--- config.mk ---
export PLATFORM = sky130hd
export DESIGN_NAME = dbg_trace_status
export DESIGN_NICKNAME = d
export VERILOG_FILES = /design/src/shared/dbg_trace_pkg.sv /design/src/hw/dbg_bus_share.sv /design/src/hw/dbg_trace_status.sv
export SDC_FILE = /design/constraint.sdc
export NUM_CORES = 1
export LEC_CHECK = 0
export ABC_AREA = 1
export BUFFER_PORTS_ARGS = -buffer_cell sky130_fd_sc_hd__buf_2
export CORE_MARGIN = 2
export CORE_UTILIZATION = 53
export CTS_BUF_LIST = sky130_fd_sc_hd__clkbuf_8
export CTS_CLUSTER_DIAMETER = 40
export CTS_CLUSTER_SIZE = 28
export DETAILED_ROUTE_END_ITERATION = 8
export PLACE_DENSITY = 0.83
export SLEW_MARGIN = 20
export SYNTH_ARGS = -nofsm -noshare
export SYNTH_HDL_FRONTEND = slang
export SYNTH_SLANG_ARGS = --single-unit
--- constraint.sdc ---
create_clock -name i_mclk -period 2.1 [get_ports i_mclk]
set_clock_uncertainty 0.05 [all_clocks]
set_input_delay 0.105 -clock i_mclk [delete_from_list [all_inputs] [get_ports i_mclk]]
set_output_delay 0.105 -clock i_mclk [all_outputs]
set_load 0.03 [all_outputs]
--- src/shared/dbg_trace_pkg.sv ---
// Shared types and constants for the trace encoder and debug bus share
package dbg_trace_pkg;

    // ------------------------------------------------------------------
    // Processor status codes
    // ------------------------------------------------------------------
    localparam logic [3:0] PST_CONT = 4'h0;
    localparam logic [3:0] PST_BASE = 4'h1;
    localparam logic [3:0] PST_TAKEN = 4'h5;
    localparam logic [3:0] PST_DATA1 = 4'h8;
    localparam logic [3:0] PST_DATA2 = 4'h9;
    localparam logic [3:0] PST_DATA3 = 4'ha;
    localparam logic [3:0] PST_DATA4 = 4'hb;

    // ------------------------------------------------------------------
    // Nibble counts per entry, reset values
    // ------------------------------------------------------------------
    localparam logic [3:0] NIB_DATA1 = 4'h2;
    localparam logic [3:0] NIB_DATA2 = 4'h4;
    localparam logic [3:0] NIB_DATA3 = 4'h6;
    localparam logic [3:0] NIB_DATA4 = 4'h8;
    localparam logic [3:0] NIB_LAST = 4'h1;
    localparam logic [3:0] RST_NIBBLE = 4'h0;
    localparam logic [31:0] RST_WORD = 32'h0000_0000;

    // ------------------------------------------------------------------
    // Instruction classes, sizes, display modes
    // ------------------------------------------------------------------
    typedef enum logic [3:0] {
        CLS_REG_ONLY = 4'h0,
        CLS_COND_BRANCH = 4'h1,
        CLS_UNCOND_BRANCH = 4'h2,
        CLS_JUMP = 4'h3,
        CLS_BSR = 4'h4,
        CLS_BIT_CHANGE = 4'h5,
        CLS_RMW_LONG = 4'h6,
        CLS_SRC_LONG = 4'h7,
        CLS_SRC_WORD = 4'h8,
        CLS_CLEAR = 4'h9,
        CLS_BIT_TEST = 4'ha
    } instr_class_t;

    typedef enum logic [1:0] {
        SZ_BYTE = 2'h0,
        SZ_WORD = 2'h1,
        SZ_LONG = 2'h2
    } op_size_t;

    typedef enum logic [1:0] {
        SHOW_NONE = 2'h0,
        SHOW_READS = 2'h1,
        SHOW_WRITES = 2'h2,
        SHOW_BOTH = 2'h3
    } opnd_mode_t;

    typedef struct packed {
        instr_class_t cls;
        op_size_t size;
        logic src_mem;
        logic dst_mem;
        logic taken;
        logic [1:0] tgt_len;
        logic [31:0] src;
        logic [31:0] dst;
        logic [31:0] tgt;
    } retire_t;

    typedef struct packed {
        opnd_mode_t opnd_mode;
        logic branch_target_display;
        logic [3:0] breakpoint_status_field;
    } debug_config_status_t;

    typedef struct packed {
        logic vld;
        logic [3:0] code;
        logic [31:0] data;
    } entry_t;

    // ------------------------------------------------------------------
    // Background command kinds and local bus cycle
    // ------------------------------------------------------------------
    typedef enum logic [1:0] {
        CMD_MEM_READ = 2'h0,
        CMD_MEM_WRITE = 2'h1,
        CMD_CPU_REG = 2'h2,
        CMD_CTRL_REG = 2'h3
    } cmd_kind_t;

    typedef struct packed {
        cmd_kind_t kind;
        logic [31:0] addr;
        logic [31:0] wdata;
    } bdm_cmd_t;

    typedef struct packed {
        logic [31:0] addr;
        logic [31:0] wdata;
        logic write;
    } bus_cycle_t;

endpackage : dbg_trace_pkg

--- src/hw/dbg_bus_share.sv ---
// Background command sequencer sharing the processor local bus
`timescale 1ns/1ps
module dbg_bus_share (
    input wire logic i_mclk,
    input wire logic i_rst_n,
    input wire logic i_cpu_running,
    input wire logic i_cpu_dbg_write,
    input wire logic i_cmd_valid,
    input wire dbg_trace_pkg::bdm_cmd_t i_cmd,
    output logic o_cmd_ready,
    output logic o_cmd_done,
    output logic o_cmd_error,
    output logic [31:0] o_cmd_rdata,
    output logic o_bus_req,
    input wire logic i_bus_grant,
    output logic o_bus_valid,
    output dbg_trace_pkg::bus_cycle_t o_bus,
    input wire logic i_bus_done,
    input wire logic [31:0] i_bus_rdata
);

    // ------------------------------------------------------------------
    // Sequencer
    // ------------------------------------------------------------------
    typedef enum logic [1:0] {
        BS_IDLE = 2'h0,
        BS_REQ = 2'h1,
        BS_XFER = 2'h2
    } bus_state_t;

    bus_state_t state_reg, state_next;
    logic req_reg, req_next, vld_reg, vld_next;
    logic done_reg, done_next, err_reg, err_next;
    logic [31:0] rdata_reg, rdata_next;
    dbg_trace_pkg::bus_cycle_t bus_reg, bus_next;
    logic accept, is_mem;

    // Core writing debug registers: hold off commands
    assign accept = i_cmd_valid && state_reg == BS_IDLE && !i_cpu_dbg_write;
    assign is_mem = i_cmd.kind == dbg_trace_pkg::CMD_MEM_READ || i_cmd.kind == dbg_trace_pkg::CMD_MEM_WRITE;

    always_comb begin
        state_next = state_reg;
        req_next = req_reg;
        vld_next = vld_reg;
        done_next = 1'b0;
        err_next = 1'b0;
        rdata_next = rdata_reg;
        bus_next = bus_reg;
        case (state_reg)
            BS_IDLE: begin
                if (accept && is_mem) begin
                    req_next = 1'b1;
                    bus_next.addr = i_cmd.addr;
                    bus_next.wdata = i_cmd.wdata;
                    bus_next.write = i_cmd.kind == dbg_trace_pkg::CMD_MEM_WRITE;
                    state_next = BS_REQ;
                end else if (accept) begin
                    // Register paths of the core exist only while halted
                    done_next = 1'b1;
                    err_next = i_cpu_running;
                end
            end
            BS_REQ: begin
                // No timeout: a one-longword loop may never grant
                if (i_bus_grant) begin
                    vld_next = 1'b1;
                    state_next = BS_XFER;
                end
            end
            BS_XFER: begin
                if (i_bus_done) begin
                    vld_next = 1'b0;
                    req_next = 1'b0;
                    done_next = 1'b1;
                    rdata_next = bus_reg.write ? rdata_reg : i_bus_rdata;
                    state_next = BS_IDLE;
                end
            end
            default: begin
                state_next = BS_IDLE;
                req_next = 1'b0;
                vld_next = 1'b0;
            end
        endcase
    end

    always_ff @(posedge i_mclk) begin
        if (!i_rst_n) begin
            state_reg <= BS_IDLE;
            req_reg <= 1'b0;
            vld_reg <= 1'b0;
            done_reg <= 1'b0;
            err_reg <= 1'b0;
            rdata_reg <= dbg_trace_pkg::RST_WORD;
            bus_reg <= '0;
        end else begin
            state_reg <= state_next;
            req_reg <= req_next;
            vld_reg <= vld_next;
            done_reg <= done_next;
            err_reg <= err_next;
            rdata_reg <= rdata_next;
            bus_reg <= bus_next;
        end
    end

    assign o_cmd_ready = state_reg == BS_IDLE && !i_cpu_dbg_write;
    assign o_cmd_done = done_reg;
    assign o_cmd_error = err_reg;
    assign o_cmd_rdata = rdata_reg;
    assign o_bus_req = req_reg;
    assign o_bus_valid = vld_reg;
    assign o_bus = bus_reg;

    // ------------------------------------------------------------------
    // Checks
    // ------------------------------------------------------------------
    AST_REG_REFUSED: assert property (@(posedge i_mclk) disable iff (!i_rst_n)
        accept && !is_mem && i_cpu_running |=> o_cmd_done && o_cmd_error)
        else $error("register command not refused while running");
    AST_MEM_REQUEST: assert property (@(posedge i_mclk) disable iff (!i_rst_n)
        accept && is_mem |=> o_bus_req && !o_bus_valid)
        else $error("memory command did not request the bus");
    AST_RELEASE: assert property (@(posedge i_mclk) disable iff (!i_rst_n)
        o_bus_valid && i_bus_done |=> !o_bus_req && !o_bus_valid && o_cmd_done)
        else $error("bus not returned after the cycle");
    AST_CYCLE_AFTER_GRANT: assert property (@(posedge i_mclk) disable iff (!i_rst_n)
        $rose(o_bus_valid) |-> $past(i_bus_grant) && o_bus_req)
        else $error("bus cycle started without grant");

endmodule : dbg_bus_share

--- src/hw/dbg_trace_status.sv ---
// Status and debug data encoder with concurrent background bus sharing
`timescale 1ns/1ps
module dbg_trace_status (
    input wire logic i_mclk,
    input wire logic i_rst_n,
    input wire logic i_retire_valid,
    input wire dbg_trace_pkg::retire_t i_retire,
    output logic o_retire_ready,
    input wire dbg_trace_pkg::debug_config_status_t i_debug_config_status_reg,
    output logic [3:0] o_processor_status_code,
    output logic [3:0] o_debug_data_nibble,
    input wire logic i_cpu_running,
    input wire logic i_cpu_dbg_write,
    input wire logic i_cmd_valid,
    input wire dbg_trace_pkg::bdm_cmd_t i_cmd,
    output logic o_cmd_ready,
    output logic o_cmd_done,
    output logic o_cmd_error,
    output logic [31:0] o_cmd_rdata,
    output logic o_bus_req,
    input wire logic i_bus_grant,
    output logic o_bus_valid,
    output dbg_trace_pkg::bus_cycle_t o_bus,
    input wire logic i_bus_done,
    input wire logic [31:0] i_bus_rdata
);

    // ------------------------------------------------------------------
    // Background bus share
    // ------------------------------------------------------------------
    dbg_bus_share u_bus_share (
        .i_mclk(i_mclk),
        .i_rst_n(i_rst_n),
        .i_cpu_running(i_cpu_running),
        .i_cpu_dbg_write(i_cpu_dbg_write),
        .i_cmd_valid(i_cmd_valid),
        .i_cmd(i_cmd),
        .o_cmd_ready(o_cmd_ready),
        .o_cmd_done(o_cmd_done),
        .o_cmd_error(o_cmd_error),
        .o_cmd_rdata(o_cmd_rdata),
        .o_bus_req(o_bus_req),
        .i_bus_grant(i_bus_grant),
        .o_bus_valid(o_bus_valid),
        .o_bus(o_bus),
        .i_bus_done(i_bus_done),
        .i_bus_rdata(i_bus_rdata)
    );

    // ------------------------------------------------------------------
    // Entry decode
    // ------------------------------------------------------------------
    typedef enum logic [1:0] {
        ST_IDLE = 2'h0,
        ST_HEAD = 2'h1,
        ST_BODY = 2'h2
    } trace_state_t;

    dbg_trace_pkg::debug_config_status_t cfg;
    logic show_rd, show_wr, accept;
    logic [3:0] base_code, size_code;
    dbg_trace_pkg::entry_t new0, new1, cand_a, cand_b;

    assign cfg = i_debug_config_status_reg;
    assign show_rd = cfg.opnd_mode == dbg_trace_pkg::SHOW_READS
        || cfg.opnd_mode == dbg_trace_pkg::SHOW_BOTH;
    assign show_wr = cfg.opnd_mode == dbg_trace_pkg::SHOW_WRITES
        || cfg.opnd_mode == dbg_trace_pkg::SHOW_BOTH;

    function automatic logic [3:0] nibbles_of(input logic [3:0] code);
        case (code)
            dbg_trace_pkg::PST_DATA1: nibbles_of = dbg_trace_pkg::NIB_DATA1;
            dbg_trace_pkg::PST_DATA2: nibbles_of = dbg_trace_pkg::NIB_DATA2;
            dbg_trace_pkg::PST_DATA3: nibbles_of = dbg_trace_pkg::NIB_DATA3;
            default: nibbles_of = dbg_trace_pkg::NIB_DATA4;
        endcase
    endfunction : nibbles_of

    always_comb begin
        case (i_retire.size)
            dbg_trace_pkg::SZ_BYTE: size_code = dbg_trace_pkg::PST_DATA1;
            dbg_trace_pkg::SZ_WORD: size_code = dbg_trace_pkg::PST_DATA2;
            default: size_code = dbg_trace_pkg::PST_DATA4;
        endcase
    end

    // Candidate A is the earlier entry, B the later; gaps are packed
    always_comb begin
        base_code = dbg_trace_pkg::PST_BASE;
        cand_a = '0;
        cand_b = '0;
        case (i_retire.cls)
            dbg_trace_pkg::CLS_REG_ONLY: begin
                base_code = dbg_trace_pkg::PST_BASE;
            end
            dbg_trace_pkg::CLS_COND_BRANCH: begin
                base_code = i_retire.taken ? dbg_trace_pkg::PST_TAKEN : dbg_trace_pkg::PST_BASE;
            end
            dbg_trace_pkg::CLS_UNCOND_BRANCH: begin
                base_code = dbg_trace_pkg::PST_TAKEN;
            end
            dbg_trace_pkg::CLS_JUMP: begin
                base_code = dbg_trace_pkg::PST_TAKEN;
                cand_a.vld = cfg.branch_target_display;
                cand_a.code = dbg_trace_pkg::PST_DATA2 + {2'h0, i_retire.tgt_len};
                cand_a.data = i_retire.tgt;
            end
            dbg_trace_pkg::CLS_BSR: begin
                base_code = dbg_trace_pkg::PST_TAKEN;
                cand_a.vld = show_wr && i_retire.dst_mem;
                cand_a.code = dbg_trace_pkg::PST_DATA4;
                cand_a.data = i_retire.dst;
            end
            dbg_trace_pkg::CLS_BIT_CHANGE: begin
                cand_a.vld = show_rd && i_retire.dst_mem;
                cand_a.code = dbg_trace_pkg::PST_DATA1;
                cand_a.data = i_retire.src;
                cand_b.vld = show_wr && i_retire.dst_mem;
                cand_b.code = dbg_trace_pkg::PST_DATA1;
                cand_b.data = i_retire.dst;
            end
            dbg_trace_pkg::CLS_RMW_LONG: begin
                cand_a.vld = show_rd && i_retire.dst_mem;
                cand_a.code = dbg_trace_pkg::PST_DATA4;
                cand_a.data = i_retire.src;
                cand_b.vld = show_wr && i_retire.dst_mem;
                cand_b.code = dbg_trace_pkg::PST_DATA4;
                cand_b.data = i_retire.dst;
            end
            dbg_trace_pkg::CLS_SRC_LONG: begin
                cand_a.vld = show_rd && i_retire.src_mem;
                cand_a.code = dbg_trace_pkg::PST_DATA4;
                cand_a.data = i_retire.src;
            end
            dbg_trace_pkg::CLS_SRC_WORD: begin
                cand_a.vld = show_rd && i_retire.src_mem;
                cand_a.code = dbg_trace_pkg::PST_DATA2;
                cand_a.data = i_retire.src;
            end
            dbg_trace_pkg::CLS_CLEAR: begin
                cand_a.vld = show_wr && i_retire.dst_mem;
                cand_a.code = size_code;
                cand_a.data = i_retire.dst;
            end
            dbg_trace_pkg::CLS_BIT_TEST: begin
                cand_a.vld = show_rd && i_retire.dst_mem;
                cand_a.code = dbg_trace_pkg::PST_DATA1;
                cand_a.data = i_retire.src;
            end
            default: begin
                base_code = dbg_trace_pkg::PST_BASE;
            end
        endcase
        new0 = cand_a.vld ? cand_a : cand_b;
        new1 = cand_a.vld ? cand_b : '0;
    end

    // ------------------------------------------------------------------
    // Output sequencer
    // ------------------------------------------------------------------
    trace_state_t state_reg, state_next;
    dbg_trace_pkg::entry_t e0_reg, e0_next, e1_reg, e1_next;
    logic [3:0] cnt_reg, cnt_next;
    logic [3:0] pst_reg, pst_next, dd_reg, dd_next;
    logic ready_reg, ready_next;
    logic [3:0] bp_nibble;

    assign accept = i_retire_valid && ready_reg;
    // Status 0001/0010/0101/0110 maps to 0010/0100/1010/1100
    assign bp_nibble = {cfg.breakpoint_status_field[2:0], 1'b0};

    always_comb begin
        state_next = state_reg;
        e0_next = e0_reg;
        e1_next = e1_reg;
        cnt_next = cnt_reg;
        pst_next = dbg_trace_pkg::PST_CONT;
        dd_next = bp_nibble;
        ready_next = ready_reg;
        case (state_reg)
            ST_IDLE: begin
                if (accept) begin
                    pst_next = base_code;
                    e0_next = new0;
                    e1_next = new1;
                    if (new0.vld) begin
                        state_next = ST_HEAD;
                        ready_next = 1'b0;
                    end
                end
            end
            ST_HEAD: begin
                pst_next = e0_reg.code;
                dd_next = e0_reg.data[3:0];
                e0_next.data = {4'h0, e0_reg.data[31:4]};
                cnt_next = nibbles_of(e0_reg.code) - dbg_trace_pkg::NIB_LAST;
                state_next = ST_BODY;
            end
            ST_BODY: begin
                dd_next = e0_reg.data[3:0];
                e0_next.data = {4'h0, e0_reg.data[31:4]};
                cnt_next = cnt_reg - dbg_trace_pkg::NIB_LAST;
                if (cnt_reg == dbg_trace_pkg::NIB_LAST) begin
                    e0_next = e1_reg;
                    e1_next = '0;
                    if (e1_reg.vld) begin
                        state_next = ST_HEAD;
                    end else begin
                        state_next = ST_IDLE;
                        ready_next = 1'b1;
                    end
                end
            end
            default: begin
                state_next = ST_IDLE;
                ready_next = 1'b1;
            end
        endcase
    end

    always_ff @(posedge i_mclk) begin
        if (!i_rst_n) begin
            state_reg <= ST_IDLE;
            e0_reg <= '0;
            e1_reg <= '0;
            cnt_reg <= dbg_trace_pkg::RST_NIBBLE;
            pst_reg <= dbg_trace_pkg::PST_CONT;
            dd_reg <= dbg_trace_pkg::RST_NIBBLE;
            ready_reg <= 1'b1;
        end else begin
            state_reg <= state_next;
            e0_reg <= e0_next;
            e1_reg <= e1_next;
            cnt_reg <= cnt_next;
            pst_reg <= pst_next;
            dd_reg <= dd_next;
            ready_reg <= ready_next;
        end
    end

    assign o_processor_status_code = pst_reg;
    assign o_debug_data_nibble = dd_reg;
    assign o_retire_ready = ready_reg;

    // ------------------------------------------------------------------
    // Checks
    // ------------------------------------------------------------------
    AST_BASE_FIRST: assert property (@(posedge i_mclk) disable iff (!i_rst_n)
        accept && i_retire.cls == dbg_trace_pkg::CLS_REG_ONLY
        |=> o_processor_status_code == 4'h1 && o_retire_ready)
        else $error("register-only form not a lone 0x1");
    AST_COND_BRANCH: assert property (@(posedge i_mclk) disable iff (!i_rst_n)
        accept && i_retire.cls == dbg_trace_pkg::CLS_COND_BRANCH
        |=> o_processor_status_code == ($past(i_retire.taken) ? 4'h5 : 4'h1))
        else $error("conditional branch code wrong");
    AST_BRANCH_ONLY: assert property (@(posedge i_mclk) disable iff (!i_rst_n)
        accept && i_retire.cls == dbg_trace_pkg::CLS_UNCOND_BRANCH
        |=> o_processor_status_code == 4'h5 && o_retire_ready)
        else $error("branch emitted more than 0x5");
    AST_REG_NO_DATA: assert property (@(posedge i_mclk) disable iff (!i_rst_n)
        accept && i_retire.cls == dbg_trace_pkg::CLS_SRC_LONG && !i_retire.src_mem
        |=> o_processor_status_code == 4'h1 && o_retire_ready)
        else $error("register operand produced an entry");
    AST_MODE_OFF: assert property (@(posedge i_mclk) disable iff (!i_rst_n)
        accept && cfg.opnd_mode == dbg_trace_pkg::SHOW_NONE && i_retire.cls != dbg_trace_pkg::CLS_JUMP
        |=> o_retire_ready)
        else $error("entry shown with display off");
    AST_LONG_ENTRY: assert property (@(posedge i_mclk) disable iff (!i_rst_n)
        state_reg == ST_HEAD && e0_reg.code == 4'hb
        |=> o_processor_status_code == 4'hb ##1 (o_processor_status_code == 4'h0) [*7])
        else $error("4-byte entry not eight nibbles");
    AST_BYTE_ENTRY: assert property (@(posedge i_mclk) disable iff (!i_rst_n)
        state_reg == ST_HEAD && e0_reg.code == 4'h8
        |=> o_processor_status_code == 4'h8 && o_debug_data_nibble == $past(e0_reg.data[3:0])
        ##1 o_processor_status_code == 4'h0 ##1 o_processor_status_code != 4'h0 || o_retire_ready)
        else $error("1-byte entry not two nibbles");
    AST_IDLE_STATUS: assert property (@(posedge i_mclk) disable iff (!i_rst_n)
        state_reg == ST_IDLE
        |=> o_debug_data_nibble == {$past(cfg.breakpoint_status_field[2:0]), 1'b0})
        else $error("idle data port not breakpoint status");

endmodule : dbg_trace_status

== After elaboration in Yosys (flattened, before gate mapping) ==
Cells that the tools add are included.
Widths: inputs -> output; s select.
Operators by class
  eq/ne operators: 30
  add/sub/neg operators: 3
  reductions and logical operators: 33
  bitwise gates (word level): 6
  multiplexer cells: 43
Operator list (count)
  $pmux 37 s7: 1
  $mux 37: 4
  $pmux 37 s2: 2
  $pmux 32 s3: 1
  $mux 36: 2
  $eq 4x4->1 const B: 6
  $pmux 4 s2: 3
  $reduce_and 3->1: 6
  $eq 4x3->1 const B: 4
  $ne 2x2->1 const B: 7
  $mux 2: 6
  $mux 4: 3
  $pmux 2 s3: 2
  $pmux 4 s3: 1
  $mux 1: 11
  $eq 2x1->1 const B: 5
  $pmux 1 s3: 3
  $eq 2x2->1 const B: 4
  $eq 4x1->1 const B: 2
  $eq 4x2->1 const B: 2
  $logic_and 1x1->1: 8
  $logic_not 2->1: 4
  $sub 4x1->4 const B: 2
  $not 1->1: 6
  other kinds (14): 20
Storage, ports and cells
  output and inout bits: 111
  bits in registers: 191

== Longest topological paths before layout ==
Gate-level depths: netlist of the first run.
  word-level depth: 8
  depth in mapped cells: 14
  mapped depth without buffers: 12

== Cells and area by module ==
From an unflattened synthesis of the first run, not the netlist that was laid out.
Second synthesis, totals
  cell total of the unflattened synthesis: 1725
  area total of the unflattened synthesis: 10476.3 µm²
By module, submodules not included
  dbg_trace_status: area each 6427.4 µm², cells an instance 1136, instances 1, seq. area each 1721.7 µm²
  dbg_bus_share: area each 4048.9 µm², cells an instance 589, instances 1, seq. area each 2062.0 µm²

== Worst setup path after synthesis of the first run ==
OpenSTA, ideal clock, no wires.
  path type: register to register
  from: register state_reg[0]
  to: register e0_reg[18] (netlist name)
  slack: 0.197 ns
  cell stages (with the launch flop): 13
  arrival: 1.782 ns
  clock period less this slack: 1.903 ns
  setup time: 0.070 ns
  cell sequence: dfxtp_1 > inv_1 > ha_1 > buf_2 > clkinv_1 > nor2_1 > buf_2 > nand2_1 > o21ai_0 > nor2_1 > nor2_1 > nand2_1 > a21oi_1
Between the ends
  word-level cells in the longest chain between the ends: 3
Ends and longest elaborated chain
  from (decl): RTL line dbg_trace_status.sv:161  | trace_state_t state_reg, state_next;
  from (signal assigned): RTL line dbg_trace_status.sv:231  | state_reg <= state_next;
  $eq 2x2->1 (tied with other cells): RTL line dbg_trace_status.sv:180  | case (state_reg)
  $reduce_bool 3->1 (no source line) / $ne 2x2->1 (equally long branches)
  $reduce_and 2->1 (no source line)
  to (signal assigned): RTL line dbg_trace_status.sv:232  | e0_reg <= e0_next;
  to (decl): RTL line dbg_trace_status.sv:162  | dbg_trace_pkg::entry_t e0_reg, e0_next, e1_reg, e1_next;
Parallel ways exist; a longest one is shown, timed or not.
A chain may end at the register's enable or synchronous reset.

== Worst setup path in the final report of the first run ==
  from: register u_bus_share.state_reg[1]
  to: register u_bus_share.req_reg (netlist: u_bus_share.o_bus_req)
Between the ends
  word-level cells in the longest chain between the ends: 6
Ends and longest elaborated chain
  from (decl): RTL line dbg_bus_share.sv:31  | bus_state_t state_reg, state_next;
  from (signal assigned): RTL line dbg_bus_share.sv:98  | state_reg <= state_next;
  $logic_not 2->1: RTL line dbg_bus_share.sv:39, dbg_bus_share.sv:50
  $logic_and 1x1->1 (2 in series): RTL line dbg_bus_share.sv:39  | assign accept = i_cmd_valid && state_reg == BS_IDLE && !i_cpu_dbg_write;
  $logic_and 1x1->1: RTL line dbg_bus_share.sv:52  | if (accept && is_mem) begin
  $ne 2x2->1 (no source line)
  $reduce_and 3->1 (no source line)
  to (signal assigned): RTL line dbg_bus_share.sv:99  | req_reg <= req_next;
  to (decl): RTL line dbg_bus_share.sv:32  | logic req_reg, req_next, vld_reg, vld_next;
Parallel ways exist; a longest one is shown, timed or not.

==> results of run 1 <==
==> repair_timing <==
action,CTS,global route
hold buffers,145,0
resized for setup,0,8
setup buffers,0,4
endpoints found under the hold margin,146,0
setup endpoints to repair,0,40
==> path summary, 6_finish.rpt <==
check             cells after the start                    end  slack [ns]
hold reg to reg                       2  u_bus_share.o_bus[26]        0.41
setup reg to reg                      7  u_bus_share.o_bus_req        0.13
setup / recovery                      7  u_bus_share.o_bus_req        0.13
hold / removal                        4             e0_reg[34]        0.01
==> tightest hold or removal path, cell delays in order <==
cell and delay [ns]:
buf_2 0.10, ha_1 0.14, nand2_1 0.05, a21oi_1 0.10
==> metal layers <==
metal  wire length (um)  vias to the layer above  global-route usage (%)  share of wire [%]
met5                  8                        -                       0              0.021
met4               2080                        2                    20.9                5.5
met3               3350                      202                    8.55                8.9
met2              17900                      751                    57.5                 48
met1              14300                     5817                    41.2                 38
li1                   -                     6161                       -                  -
==> cell usage after synthesis (all sizes together) <==
cell type	n	area, sq um
o21ai	80	400
nand2	349	1320
nand3b	1	7.51
buf	27	155
nand3	235	1180
o21a	1	7.51
o22ai	1	6.26
clkbuf	91	342
a211oi	1	7.51
dfxtp	189	3780
a21boi	33	248
xor2	1	8.76
inv	155	582
a22oi	1	7.51
ha	8	100
nor3b	1	7.51
a21oi	219	1100
a221oi	1	8.76
o21bai	1	7.51
a31oi	2	12.5
o211ai	2	15.0
nor2	248	948
clkinv	1	3.75
nor3	1	5.00
==> power by group <==
part / total, uW / switching, uW / leakage [uW] / internal (uW)
Combinational: 2480 / 1510 / 0.00489 / 968
Sequential: 3890 / 112 / 0.00153 / 3780
Clock: 2490 / 1490 / 0.000207 / 1010
Total: 8870 / 3110 / 0.00663 / 5760
==> final cells by class <==
| class | count | share of cell area, % |
|---|---|---|
| diodes | 1 | 0.0177 |
| inverters | 156 | 4.16 |
| repair buffers | 523 | 25.5 |
| flip-flops and latches | 189 | 26.8 |
| clock buffers | 17 | 1.65 |
| multi-input cells | 1186 | 38.4 |
| well taps | 260 | 2.30 |
| clock inverters | 15 | 1.25 |
==> stage by stage <==
step,instances,util [%],setup slack [ns]
finish,2347,75.1,0.129
CTS,2340,74.7,0.0340
global placement,2163,64.8,0.167
floorplan,1649,-,0.197
global route,2346,75.1,0.0298
detailed placement,2163,64.8,0.0737
==> cell families after synthesis <==
logic type	count (synthesis)	share of synthesized area, %
AO/OA/AOI/OAI	342	17.7
XOR/XNOR	1	0.0854
adder cells (fa/ha/maj)	8	0.976
buffers and inverters	274	10.6
flip-flops	189	36.9
AND/OR/NAND/NOR	835	33.8
==> metrics.txt, run 1 <==
Distinct cells, synth 31; routability cong. 0.909; final hold slack 0.0139 ns; Syn. warnings 0; min-delay src i_retire[96]; number of buffers and inverters on the critical path 3; final setup TNS 0 ns; Final Slew Violations 0; clk root buf clkbuf_8; fmax 0.507 GHz; commonest non-fill, non-tap cells in the layout nand2_1 (343), buf_2 (329), nor2_1 (242); core area 18800 sq um; routed length per instance 16.0 um; worst-path fanout max 5; Fillers 1427; CTS tree done; startpoint types flip-flop; cell family with most CP delay buffers and inverters; RSZ-0062 raised after global routing no; reg-to-reg startpoint u_bus_share.state_reg[1]; min-delay worst type input pin to flip-flop; Final #Nets 2301; Post-Syn Area 10300 sq um; Area after DPL 12200 sq um; clk_lat worst skew 0.49 ns; via count 12900; worst slew pin tran 0.974 ns; max reg flops 65; class of the most critical setup path flip-flop to flip-flop; VDD IR max 0.000415 V; row count 50; IO Count 331; final worst-path cycle share 93.8%; Die Y 143 um; CTS buffer count 17; max-cap viol count 0; P per Cell Area 627 nW/um^2; PortBufs 329; Rel. slew slack 35.0%; min Tclk post-route 1.97 ns; Pwr Total 8870 uW; commonest non-fill, non-tap cell in the layout nand2_1; synthesized instance count 1649; syn_area_per_cell 6.22 sq um; status complete, no violations; post-route design area 14100 sq um; DIE AREA 20500 sq um; worst stage delay on the critical path 0.60 ns; register area 3790 sq um; Post-DP HPWL 22.0 mm; DIE WIDTH 143 um; register area share after synthesis 36.9%; worst path required time 2.46 ns; crit path DAT 2.33 ns; H-tree levels 4; initial antenna violation count 1; Synthesized Nets 1877; DR vias/cell 5.51; FF+latch count, synth 189; Post-route DRC 0; CTS sink count 189; Multi-input gate area 5430 sq um; Pre-antenna DRT Iters 5; vias in the first global route 12100; share of cells above drive strength 1 20.8%; LEAKAGE 0.00663 uW; first-pass GRT wire length 57.7 mm; final setup violation count 0; Layout area overhead 37.9%; pin count of the biggest net entering global routing 71; Slowest cell on crit path dlygate4sd3_1; CP cell instances inv_1 > nand2_1 > nor3b_4 > buf_4 > nand2_2 > dlygate4sd3_1 > a21oi_1; final hold vios 0; Setup crit end kind flip-flop; global-route usage over all layers 35.0%; clk buf depth 2; DR iter-0 viols 1140; grt ovf 0; Reg clk slew, reported paths 0.10 ns; Crit. Startpoint u_bus_share.state_reg[1]; final WL 37.6 mm; Routed Antenna Nets 0; Starting Density 54.5%
Power figures use the tool's default switching activity.
==> run 2: changes to the inputs <==
--- a/config.mk
+++ b/config.mk
@@ -13,6 +13,7 @@
 export CTS_CLUSTER_DIAMETER = 40
 export CTS_CLUSTER_SIZE = 28
 export DETAILED_ROUTE_END_ITERATION = 8
+export MAX_ROUTING_LAYER = met4
 export PLACE_DENSITY = 0.83
 export SLEW_MARGIN = 20
 export SYNTH_ARGS = -nofsm -noshare
==> run 2 against run 1 <==
  * The run now ends with hold timing left
  * Non-clock buffer count did not move
  * Maximum frequency is essentially flat
  * Count of clock-buffer cells in the layout stayed put
  * Via count is 0.77% higher
  * Clock power barely moved
  * Design area about the same
  * Global-route usage grew 1.0 points
  * Combinational power barely moved
  * First-iteration DRC count grew 8.1%
  * Critical endpoint unchanged
  * Largest power group unchanged
==> metrics.txt, run 2 (synthesis gave the netlist of run 1 again) <==
status finished with violations (was complete, no violations); violated checks hold timing; RSZ-0062 raised after global routing no (unchanged); sequential fraction of design power 43.8% (was 43.9%); Hold Crit Depth 4 (unchanged); first-pass GRT wire length 57.6 mm (was 57.7 mm); fmax 0.507 GHz (about the same); logic gate share of total power 28.0% (about the same); clk_lat worst skew 0.50 ns (was 0.49 ns); IO Count 331 (unchanged); final WL 37.8 mm (was 37.6 mm); Final Slew Violations 0 (unchanged); VDD IR max 0.000428 V (was 0.000415 V); Pwr Total 8880 uW (was 8870 uW); cell family with most CP delay buffers and inverters (unchanged); Starting Density 54.5% (unchanged); H-tree levels 4 (unchanged); worst stage delay on the critical path 0.60 ns (about the same); clk buf depth 2 (unchanged); Area after DPL 12200 sq um (unchanged); DIE AREA 20500 sq um (unchanged); Post-route DRC 0 (unchanged); DR iter-0 viols 1232 (was 1140); Final #Nets 2301 (unchanged); final worst-path cycle share 93.8% (about the same); min-delay src i_retire[96] (unchanged); Routed Antenna Nets 0 (unchanged); P per Cell Area 628 nW/um^2 (was 627 nW/um^2); global-route usage over all layers 36.0% (was 35.0%); max-cap viol count 0 (unchanged); cell count after placement 2163 (unchanged); Slowest cell on crit path dlygate4sd3_1 (unchanged); pin count of the biggest net entering global routing 71 (unchanged); via count 13000 (was 12900); commonest non-fill, non-tap cell in the layout nand2_1 (unchanged); CTS buffer count 17 (unchanged); final hold vios 1 (was 0); worst r2r dst u_bus_share.o_bus_req (unchanged); startpoint types flip-flop (unchanged); Reg clk slew, reported paths 0.10 ns (about the same); internal power of the cells 5760 uW (about the same); Clk pwr share 28.2% (was 28.1%); CP cell instances inv_1 > nand2_1 > nor3b_4 > buf_4 > nand2_2 > dlygate4sd3_1 > a21oi_1 (unchanged); share of cells above drive strength 1 20.8% (unchanged); final setup violation count 0 (unchanged); PortBufs 329 (unchanged); final hold slack -0.000891 ns (was 0.0139 ns); max reg flops 65 (unchanged); min-delay worst type input pin to flip-flop (unchanged); row count 50 (unchanged); worst slew pin tran 1.02 ns (was 0.974 ns); Die Y 143 um (unchanged); reg-to-reg startpoint u_bus_share.state_reg[1] (unchanged); sw frac 35.2% (was 35.1%); Fillers 1426 (was 1427); Worst Hold Endpoint e0_reg[34] (unchanged); routability cong. 0.924 (was 0.909); crit path DAT 2.34 ns (was 2.33 ns); Rel. slew slack 32.2% (was 35.0%); r2r setup slk 0.13 ns (about the same); commonest non-fill, non-tap cells in the layout nand2_1 (343), buf_2 (329), nor2_1 (242) (unchanged); Pre-antenna DRT Iters 5 (unchanged); number of buffers and inverters on the critical path 3 (unchanged); routed length per instance 16.1 um (was 16.0 um); min Tclk post-route 1.97 ns (about the same); reg2reg path depth 7 (unchanged); final setup TNS 0 ns (unchanged); DR vias/cell 5.55 (was 5.51); LEAKAGE 0.00663 uW (about the same); CTS tree done (unchanged); worst-path fanout max 5 (unchanged); class of the most critical setup path flip-flop to flip-flop (unchanged); worst path required time 2.47 ns (was 2.46 ns); clk root buf clkbuf_8 (unchanged); initial antenna violation count 1 (unchanged); Layout area overhead 38.0% (was 37.9%); post-route design area 14100 sq um (about the same); CTS sink count 189 (unchanged); core area 18800 sq um (unchanged); Final Instance Count excl. Fillers 2348 (was 2347); vias in the first global route 12100 (about the same); Setup crit end kind flip-flop (unchanged); Post-DP HPWL 22.0 mm (unchanged); Sw Pwr 3130 uW (was 3110 uW); DIE WIDTH 143 um (unchanged); grt ovf 0 (unchanged)
run 2: changes by cell type in the layout (fill, tap and decap cells not counted):
cell     delta
diode_2     +1
run 2: layer usage:
metal / GRT usage, % / routed length (um) / vias up / share of wire (%)
li1: - / - / 6161 / -
met2: 57.6 / 17900 / 823 / 47
met3: 8.35 / 3500 / 220 / 9.3
met5: - / 0 / - / 0
met1: 41.6 / 14300 / 5828 / 38
met4: 20.1 / 2170 / 0 / 5.8
run 2: repair_timing:
item | in CTS | in global routing
endpoints found under the setup margin | 0 | 40
buffers inserted | 0 | 4
resized for setup | 0 | 8
hold buffers | 145 | 0
hold endpoints to repair | 146 | 0
run 2: worst max-delay path by stage:
stage	start	endpoint	slack [ns]	cells past startpoint
6_report	u_bus_share.state_reg[1]	u_bus_share.o_bus_req	0.13	7
5_1_grt	u_bus_share.state_reg[1]	u_bus_share.o_cmd_done	0.03	7
4_1_cts	u_bus_share.state_reg[1]	u_bus_share.o_cmd_done	0.03	7
3_5_place_dp	state_reg[0]	e1_reg[13]	0.07	11
3_3_place_gp	state_reg[0]	e1_reg[13]	0.17	11
2_1_floorplan	state_reg[0]	e0_reg[18]	0.20	12
run 2: power by group through the flow:
stage               registers [uW]  logic (uW)  clock network [uW]
floorplan                     4080        1260                   0
global placement              3960        2130                   0
detailed placement            3960        2170                   0
CTS                           3880        2390                2510
global route                  3910        2710                2650
finish                        3890        2490                2500
run 2: area by class of cell:
| class | instances | area [sq um] | area share (%) |
|---|---|---|---|
| inverter | 156 | 588 | 4.16 |
| multi-input combinational | 1186 | 5430 | 38.4 |
| clock buffer | 17 | 234 | 1.65 |
| antenna | 2 | 5.00 | 0.0354 |
| timing repair buffer | 523 | 3610 | 25.5 |
| clock inverter | 15 | 176 | 1.25 |
| sequential | 189 | 3790 | 26.8 |
| tap | 260 | 325 | 2.30 |
run 2: worst min-delay path, cell delays in order:
cell and delay, ns:
buf_2 0.10, ha_1 0.14, nand2_1 0.05, a21oi_1 0.10
run 2: stage by stage:
step / worst slack [ns] / util [%] / hold slack (ns)
finish: 0.129 / 75.1 / -0.000891
global route: 0.0297 / 75.1 / 0.00893
CTS: 0.0340 / 74.7 / 0.00702
detailed placement: 0.0737 / 64.8 / 0.282
global placement: 0.167 / 64.8 / 0.275
floorplan: 0.197 / - / 0.183
